--- src/inc/lbmr_pkg.sv ---
// constants for the laser bias and monitor register bank
package lbmr_pkg;
  localparam logic [7:0] REG_BIAS_CODE_UPPER = 8'h0F;
  localparam logic [7:0] REG_MONITOR_SELECT_AND_BIAS_LOW = 8'h10;
  localparam logic [7:0] REG_BIAS_FAULT_THRESHOLD = 8'h11;
  localparam logic [7:0] REG_POWER_FAULT_THRESHOLD = 8'h12;
  localparam logic [7:0] RESET_VALUE = 8'h00;
  localparam int PD_SEL_BIT = 6;
  localparam int BIAS_SEL_BIT = 5;
  localparam int BIAS_LOW_MSB = 1;
  localparam int BIAS_CODE_W = 10;
  localparam int TARGET_W = 14;
  // photodiode current per bias step, in units of 0.25 uA
  localparam logic [3:0] GAIN_RANGE_00 = 4'h3;
  localparam logic [3:0] GAIN_RANGE_01 = 4'h2;
  localparam logic [3:0] GAIN_RANGE_1X = 4'hC;
  localparam logic [6:0] DEV_ADDR_DEFAULT = 7'h08;
  localparam logic [3:0] BITS_PER_BYTE = 4'h8;
  localparam logic [3:0] LAST_TX_BIT = 4'h7;
  typedef enum logic [8:0] {
    S_IDLE    = 9'h001,
    S_DEV     = 9'h002,
    S_DEV_ACK = 9'h004,
    S_REG     = 9'h008,
    S_REG_ACK = 9'h010,
    S_WR      = 9'h020,
    S_WR_ACK  = 9'h040,
    S_RD      = 9'h080,
    S_RD_ACK  = 9'h100
  } lbmr_state_e;
endpackage

--- src/hdl/lbmr_regs.sv ---
// laser bias code, monitor select and fault threshold registers behind a two-wire serial slave
`timescale 1ns/1ps
`default_nettype none
module lbmr_regs #(
  parameter logic [6:0] DEV_ADDR = lbmr_pkg::DEV_ADDR_DEFAULT
) (
  input wire logic sys_clk_i,
  input wire logic nrst_i,
  input wire logic scl_i,
  input wire logic sda_i,
  output logic sda_o,
  output logic sda_oe_o,
  input wire logic [1:0] photodiode_range_select_i,
  input wire logic [7:0] pd_monitor_level_i,
  input wire logic [7:0] bias_monitor_level_i,
  output logic [lbmr_pkg::BIAS_CODE_W-1:0] laser_bias_code_o,
  output logic digital_pd_monitor_sel_o,
  output logic digital_bias_monitor_sel_o,
  output logic [7:0] bias_fault_threshold_o,
  output logic [7:0] power_fault_threshold_o,
  output logic bias_fault_o,
  output logic power_fault_o,
  output logic [lbmr_pkg::TARGET_W-1:0] pd_current_target_o
);
  // pin synchronisers: three flops, a level counts once flops two and three agree
  logic [2:0] scl_sync;
  logic [2:0] sda_sync;
  logic scl_f;
  logic sda_f;
  logic scl_q;
  logic sda_q;
  logic [2:0] next_scl_sync;
  logic [2:0] next_sda_sync;
  logic next_scl_f;
  logic next_sda_f;

  always_comb begin
    next_scl_sync = {scl_sync[1:0], scl_i};
    next_sda_sync = {sda_sync[1:0], sda_i};
    next_scl_f = (scl_sync[1] == scl_sync[2]) ? scl_sync[2] : scl_f;
    next_sda_f = (sda_sync[1] == sda_sync[2]) ? sda_sync[2] : sda_f;
  end

  always_ff @(posedge sys_clk_i or negedge nrst_i) begin
    if (!nrst_i) begin
      scl_sync <= 3'h7;
      sda_sync <= 3'h7;
      scl_f <= 1'b1;
      sda_f <= 1'b1;
      scl_q <= 1'b1;
      sda_q <= 1'b1;
    end else begin
      scl_sync <= next_scl_sync;
      sda_sync <= next_sda_sync;
      scl_f <= next_scl_f;
      sda_f <= next_sda_f;
      scl_q <= scl_f;
      sda_q <= sda_f;
    end
  end

  logic scl_rise;
  logic scl_fall;
  logic start_c;
  logic stop_c;
  assign scl_rise = scl_f & ~scl_q;
  assign scl_fall = ~scl_f & scl_q;
  // sda moving while scl stays high marks start and stop
  assign start_c = scl_f & scl_q & sda_q & ~sda_f;
  assign stop_c = scl_f & scl_q & ~sda_q & sda_f;

  // protocol engine and register file
  lbmr_pkg::lbmr_state_e state;
  lbmr_pkg::lbmr_state_e next_state;
  logic [3:0] bit_cnt;
  logic [3:0] next_bit_cnt;
  logic [7:0] shreg;
  logic [7:0] next_shreg;
  logic [7:0] ptr;
  logic [7:0] next_ptr;
  logic rd_dir;
  logic next_rd_dir;
  logic master_nack;
  logic next_master_nack;
  logic oe;
  logic next_oe;
  logic [7:0] bias_code_upper;
  logic [7:0] monitor_select_and_bias_low;
  logic [7:0] bias_fault_threshold;
  logic [7:0] power_fault_threshold;
  logic [7:0] next_bias_code_upper;
  logic [7:0] next_monitor_select_and_bias_low;
  logic [7:0] next_bias_fault_threshold;
  logic [7:0] next_power_fault_threshold;
  logic [7:0] rd_data;

  // unmapped offsets read as zero and swallow writes
  always_comb begin
    unique case (ptr)
      lbmr_pkg::REG_BIAS_CODE_UPPER: rd_data = bias_code_upper;
      lbmr_pkg::REG_MONITOR_SELECT_AND_BIAS_LOW: rd_data = monitor_select_and_bias_low;
      lbmr_pkg::REG_BIAS_FAULT_THRESHOLD: rd_data = bias_fault_threshold;
      lbmr_pkg::REG_POWER_FAULT_THRESHOLD: rd_data = power_fault_threshold;
      default: rd_data = 8'h00;
    endcase
  end

  always_comb begin
    next_state = state;
    next_bit_cnt = bit_cnt;
    next_shreg = shreg;
    next_ptr = ptr;
    next_rd_dir = rd_dir;
    next_master_nack = master_nack;
    next_oe = oe;
    next_bias_code_upper = bias_code_upper;
    next_monitor_select_and_bias_low = monitor_select_and_bias_low;
    next_bias_fault_threshold = bias_fault_threshold;
    next_power_fault_threshold = power_fault_threshold;
    if (stop_c) begin
      next_state = lbmr_pkg::S_IDLE;
      next_oe = 1'b0;
    end else if (start_c) begin
      next_state = lbmr_pkg::S_DEV;
      next_bit_cnt = 4'h0;
      next_oe = 1'b0;
    end else if (scl_rise) begin
      unique case (state)
        lbmr_pkg::S_DEV, lbmr_pkg::S_REG, lbmr_pkg::S_WR: begin
          next_shreg = {shreg[6:0], sda_f};
          next_bit_cnt = bit_cnt + 4'h1;
        end
        lbmr_pkg::S_RD_ACK: next_master_nack = sda_f;
        default: ;
      endcase
    end else if (scl_fall) begin
      unique case (state)
        lbmr_pkg::S_DEV: begin
          if (bit_cnt == lbmr_pkg::BITS_PER_BYTE) begin
            if (shreg[7:1] == DEV_ADDR) begin
              next_rd_dir = shreg[0];
              next_oe = 1'b1;
              next_state = lbmr_pkg::S_DEV_ACK;
            end else begin
              next_state = lbmr_pkg::S_IDLE;
            end
          end
        end
        lbmr_pkg::S_REG: begin
          if (bit_cnt == lbmr_pkg::BITS_PER_BYTE) begin
            next_ptr = shreg;
            next_oe = 1'b1;
            next_state = lbmr_pkg::S_REG_ACK;
          end
        end
        lbmr_pkg::S_WR: begin
          if (bit_cnt == lbmr_pkg::BITS_PER_BYTE) begin
            unique case (ptr)
              lbmr_pkg::REG_BIAS_CODE_UPPER: next_bias_code_upper = shreg;
              lbmr_pkg::REG_MONITOR_SELECT_AND_BIAS_LOW: next_monitor_select_and_bias_low = shreg;
              lbmr_pkg::REG_BIAS_FAULT_THRESHOLD: next_bias_fault_threshold = shreg;
              lbmr_pkg::REG_POWER_FAULT_THRESHOLD: next_power_fault_threshold = shreg;
              default: ;
            endcase
            next_ptr = ptr + 8'h01;
            next_oe = 1'b1;
            next_state = lbmr_pkg::S_WR_ACK;
          end
        end
        lbmr_pkg::S_DEV_ACK: begin
          next_bit_cnt = 4'h0;
          if (rd_dir) begin
            next_shreg = rd_data;
            next_ptr = ptr + 8'h01;
            next_oe = ~rd_data[7];
            next_state = lbmr_pkg::S_RD;
          end else begin
            next_oe = 1'b0;
            next_state = lbmr_pkg::S_REG;
          end
        end
        lbmr_pkg::S_REG_ACK, lbmr_pkg::S_WR_ACK: begin
          next_bit_cnt = 4'h0;
          next_oe = 1'b0;
          next_state = lbmr_pkg::S_WR;
        end
        lbmr_pkg::S_RD: begin
          if (bit_cnt == lbmr_pkg::LAST_TX_BIT) begin
            next_oe = 1'b0;
            next_state = lbmr_pkg::S_RD_ACK;
          end else begin
            next_bit_cnt = bit_cnt + 4'h1;
            next_shreg = {shreg[6:0], 1'b0};
            next_oe = ~shreg[6];
          end
        end
        lbmr_pkg::S_RD_ACK: begin
          // a nack from the master ends the burst
          if (!master_nack) begin
            next_bit_cnt = 4'h0;
            next_shreg = rd_data;
            next_ptr = ptr + 8'h01;
            next_oe = ~rd_data[7];
            next_state = lbmr_pkg::S_RD;
          end else begin
            next_state = lbmr_pkg::S_IDLE;
          end
        end
        lbmr_pkg::S_IDLE: ;
      endcase
    end
  end

  always_ff @(posedge sys_clk_i or negedge nrst_i) begin
    if (!nrst_i) begin
      state <= lbmr_pkg::S_IDLE;
      bit_cnt <= 4'h0;
      shreg <= 8'h00;
      ptr <= 8'h00;
      rd_dir <= 1'b0;
      master_nack <= 1'b1;
      oe <= 1'b0;
      bias_code_upper <= lbmr_pkg::RESET_VALUE;
      monitor_select_and_bias_low <= lbmr_pkg::RESET_VALUE;
      bias_fault_threshold <= lbmr_pkg::RESET_VALUE;
      power_fault_threshold <= lbmr_pkg::RESET_VALUE;
    end else begin
      state <= next_state;
      bit_cnt <= next_bit_cnt;
      shreg <= next_shreg;
      ptr <= next_ptr;
      rd_dir <= next_rd_dir;
      master_nack <= next_master_nack;
      oe <= next_oe;
      bias_code_upper <= next_bias_code_upper;
      monitor_select_and_bias_low <= next_monitor_select_and_bias_low;
      bias_fault_threshold <= next_bias_fault_threshold;
      power_fault_threshold <= next_power_fault_threshold;
    end
  end

  // open drain: only ever pulls low
  assign sda_o = 1'b0;
  assign sda_oe_o = oe;

  logic [9:0] bias_code;
  assign bias_code = {bias_code_upper, monitor_select_and_bias_low[lbmr_pkg::BIAS_LOW_MSB:0]};
  assign laser_bias_code_o = bias_code;
  assign digital_pd_monitor_sel_o = monitor_select_and_bias_low[lbmr_pkg::PD_SEL_BIT];
  assign digital_bias_monitor_sel_o = monitor_select_and_bias_low[lbmr_pkg::BIAS_SEL_BIT];
  assign bias_fault_threshold_o = bias_fault_threshold;
  assign power_fault_threshold_o = power_fault_threshold;

  // fault compare and loop target
  logic bias_fault;
  logic power_fault;
  logic [lbmr_pkg::TARGET_W-1:0] pd_target;
  logic next_bias_fault;
  logic next_power_fault;
  logic [lbmr_pkg::TARGET_W-1:0] next_pd_target;
  logic [3:0] gain;

  always_comb begin
    // an analog-selected monitor never raises a digital fault
    next_bias_fault = digital_bias_monitor_sel_o & (bias_monitor_level_i >= bias_fault_threshold);
    next_power_fault = digital_pd_monitor_sel_o & (pd_monitor_level_i >= power_fault_threshold);
    unique case (photodiode_range_select_i)
      2'h0: gain = lbmr_pkg::GAIN_RANGE_00;
      2'h1: gain = lbmr_pkg::GAIN_RANGE_01;
      default: gain = lbmr_pkg::GAIN_RANGE_1X;
    endcase
    next_pd_target = {4'h0, bias_code} * {10'h000, gain};
  end

  always_ff @(posedge sys_clk_i or negedge nrst_i) begin
    if (!nrst_i) begin
      bias_fault <= 1'b0;
      power_fault <= 1'b0;
      pd_target <= '0;
    end else begin
      bias_fault <= next_bias_fault;
      power_fault <= next_power_fault;
      pd_target <= next_pd_target;
    end
  end

  assign bias_fault_o = bias_fault;
  assign power_fault_o = power_fault;
  assign pd_current_target_o = pd_target;
endmodule
`default_nettype wire

--- config.mk ---
export PLATFORM = sky130hd
export DESIGN_NAME = lbmr_regs
export DESIGN_NICKNAME = d
export VERILOG_FILES = /design/src/inc/lbmr_pkg.sv /design/src/hdl/lbmr_regs.sv
export SDC_FILE = /design/constraint.sdc
export NUM_CORES = 1
export LEC_CHECK = 0
export BUFFER_PORTS_ARGS = -buffer_cell sky130_fd_sc_hd__buf_2
export CAP_MARGIN = 20
export CORE_ASPECT_RATIO = 1.1
export CORE_UTILIZATION = 57
export CTS_BUF_LIST = sky130_fd_sc_hd__clkbuf_16
export CTS_CLUSTER_SIZE = 10
export DETAILED_ROUTE_END_ITERATION = 12
export PLACE_DENSITY = 0.78
export SKIP_CTS_REPAIR_TIMING = 1
export SLEW_MARGIN = 40
export SYNTH_ARGS = -nofsm -noshare
export SYNTH_HDL_FRONTEND = slang
export SYNTH_SLANG_ARGS = --single-unit
--- constraint.sdc ---
create_clock -name sys_clk_i -period 5.5 [get_ports sys_clk_i]
set_input_delay 0.275 -clock sys_clk_i [delete_from_list [all_inputs] [get_ports sys_clk_i]]
set_output_delay 0.275 -clock sys_clk_i [all_outputs]
set_load 0.05 [all_outputs]
==> impl_metrics.tcl <==
set metrics [dict create \
    setup_viol 0 \
    track_usage_pct 26.43 \
    grt_max_degree 90 \
    cts_buffer_depth 2 \
    n_antenna_cell 0 \
    routed_via_density 5.987 \
    antenna_found_initial 0 \
    io_buffers 66 \
    syn-num-nets 658 \
    drive_gt1_share_pct 23.79 \
    cts_tree "built" \
    fin_area_um2 6569 \
    ios 68 \
    wl_um 13360 \
    cts_sinks 90 \
    root_buffer "clkbuf_16" \
    route.met3.wl_um 459 \
    max_stage_delay_ns 0.55 \
    layout_common_cells "dfrtp_1, buf_2, inv_1, nand2_1, ha_1" \
    crit_arrival_ns 3.52 \
    cts_buffers 9 \
    die_h_um 108.4 \
    timing.rr.end "pd_current_target_o[11]$_DFF_PN0_" \
    worstPathMaxFanout 6 \
    hp-class "in -> reg" \
    dp_cells 742 \
    regToRegSetupSlack_ns 2.25 \
    area_growth_pct 11.94 \
    synth_area_um2 5868 \
    period_minus_slack_ns 3.253 \
    drc 0 \
    tightest_slew_ns 0.7048 \
    fin_crit_sh_pct 59.15 \
    slew_viol_final 0 \
    wl_met2_um 6891 \
    min_path_cells 1 \
    first_pass_iters 5 \
    skew_ns 0.006599 \
    fin_hold_ws_ns 0.02354 \
    synth_edf_count 0 \
    die_area_um2 10700 \
    fin_tns_setup_ns 0 \
    synthFlopType "dfrtp_1" \
    path_cells "nand2_1 > fa_1 > inv_1 > fa_1 > ha_1 > a21o_1 > a21oi_1 > o211ai_1 > a31o_2 > a21oi_1 > xnor2_1" \
    synth-seq-cells 90 \
    async_flop_share_pct 100.0 \
    maxCapViolCount 0 \
    highest_layer "met4" \
    drt_iter0_markers 336 \
    p_leak_nw 3.225 \
    p_per_area_nw_per_um2 215.9 \
    ir_worst_vdd_uv 164.2 \
    crit_required_ns 5.77 \
    start_util_pct 59.05 \
    grt_overflow_total 0 \
    critical-path-slowest-cell "fa_1" \
    ys_seq_area_share_pct 38.64 \
    synth_cell_types 65 \
    die_width_um 98.74 \
    syn_area_per_cell_um2 10.17 \
    hold_viol 0 \
    fmax_mhz 307.4 \
    coreArea_um2 9937 \
    cts_max_level 3 \
    gp_congestion 0.9699 \
    cp-end-kind "flip-flop" \
    drt-met1-wl_um 5582 \
    start_kind "flip-flop" \
    synthCells 577 \
    hp-start "sda_i" \
    nets 715 \
    place_area_um2 6252 \
    num_rows 38 \
    grt_pass1_wl_um 21870 \
    vias 4544 \
    reg2reg_from "monitor_select_and_bias_low[1]$_DFFE_PN0P_" \
    clk_latency_ns 0.34 \
    synth_warnings 0 \
    grt_pass1_vias 4535 \
    fin_cells 759 \
    hold_path_end "sda_sync[0]$_DFF_PN1_" \
    place.detailed.hpwl_um 9888 \
    rr_worst_depth 11 \
    wl_per_cell_um 17.60 \
    critPathKind "reg -> reg" \
    final_common_cell "dfrtp_1" \
    rsz0062_at_grt "no" \
    postRouteAntennaNets 0 \
    clkTransAtPathRegs_ns 0.07 \
    relSlewSlack_pct 53.01 \
    outcome "completed" \
    finalPower_mw 1.418 \
]
## kinds of logic (layout without fill, tap and decap cells)
kind of cell	count (synthesis)	count (layout)	synth area share [%]
compound gates	107	107	12.62
xor+xnor	13	13	1.940
other cells	1	1	0.06390
mux	50	50	9.595
buf+inv	72	134	5.138
fa+ha+maj	61	61	14.97
flops	90	90	38.64
simple gates	183	183	17.04
## routing by layer
metal / track usage, % / vias to the layer above
li1: - / 2166
met1: 30.94 / 2219
met2: 48.15 / 130
met3: 2.909 / 29
met4: 13.33 / 0
met5: 0 / -
## where the power goes
group / internal, mW / switching (mW)
combinational: 0.0333 / 0.0567
sequential: 0.678 / 0.0155
clock: 0.357 / 0.278
total: 1.07 / 0.350
## synth_stat cells, types with 4 or more instances
| library cell | instances | area share [%] |
|---|---|---|
| dfrtp_1 | 78 | 33 |
| inv_1 | 49 | 3.1 |
| nand2_1 | 47 | 3.0 |
| ha_1 | 43 | 9.2 |
| mux2_2 | 41 | 7.9 |
| a21oi_1 | 28 | 2.4 |
| nor2_1 | 24 | 1.5 |
| o21ai_0 | 24 | 2.0 |
| nand2b_1 | 18 | 1.9 |
| nand3_1 | 17 | 1.4 |
| fa_1 | 16 | 5.5 |
| nor3_1 | 14 | 1.2 |
| dfstp_2 | 12 | 5.4 |
| nor2b_1 | 12 | 1.3 |
| nand4_1 | 11 | 1.2 |
| buf_2 | 9 | 0.77 |
| a222oi_1 | 8 | 1.4 |
| and2_1 | 8 | 0.85 |
| clkbuf_1 | 8 | 0.51 |
| xnor2_1 | 8 | 1.2 |
| a22o_1 | 7 | 1.0 |
| a21o_1 | 6 | 0.77 |
| mux2i_1 | 6 | 1.0 |
| a31o_2 | 5 | 0.75 |
| and3_1 | 5 | 0.53 |
| xor2_1 | 5 | 0.75 |
| o211ai_1 | 4 | 0.51 |
| or3_1 | 4 | 0.43 |
## flip-flops by register name, summed over array words and instances (netlist names), 3 cells and up
signal,flops
bias_code_upper,8
bias_fault_threshold_o,8
bit_cnt,4
monitor_select_and_bias_low,8
pd_current_target_o,14
power_fault_threshold_o,8
ptr,8
scl_sync,3
sda_sync,3
shreg,8
state,9
## layout make-up
class                           instances  area, um^2
Clock inverter                          7       78.83
Multi-Input combinational cell        415        3299
Fill cell                             794        3368
Tap cell                              120       150.1
Clock buffer                            9       225.2
Timing Repair Buffer                   69       364.1
Inverter                               49       183.9
Sequential cell                        90        2267
## worst max-delay path, delay by kind of cell, from the launching register on
kind	cells	cell delay [ns]
compound gates	5	1.08
xor+xnor	1	0.13
fa+ha+maj	3	1.37
buf+inv	1	0.05
flops	1	0.42
simple gates	1	0.14
## through the flow
| stage | utilization (%) | setup WS, ns |
|---|---|---|
| 2_1_floorplan | - | 2.088 |
| 3_3_place_gp | 62.88 | 2.177 |
| 3_5_place_dp | 62.92 | 2.086 |
| 4_1_cts | 65.98 | 2.258 |
| 5_1_grt | 66.10 | 1.963 |
| 6_report | 66.10 | 2.247 |
## worst max path at each step
stage          depth (start not counted)                           endpoint                                  startpoint  slack, ns
6_report                              11  pd_current_target_o[11]$_DFF_PN0_  monitor_select_and_bias_low[1]$_DFFE_PN0P_       2.25
3_5_place_dp                          12  pd_current_target_o[12]$_DFF_PN0_                photodiode_range_select_i[1]       2.09
4_1_cts                               11  pd_current_target_o[12]$_DFF_PN0_  monitor_select_and_bias_low[1]$_DFFE_PN0P_       2.26
3_3_place_gp                          12  pd_current_target_o[12]$_DFF_PN0_                photodiode_range_select_i[1]       2.18
5_1_grt                               11  pd_current_target_o[11]$_DFF_PN0_  monitor_select_and_bias_low[1]$_DFFE_PN0P_       1.96
2_1_floorplan                         11  pd_current_target_o[12]$_DFF_PN0_              bias_code_upper[0]$_DFFE_PN0P_       2.09
No activity file was read; power rests on OpenSTA's default activity.
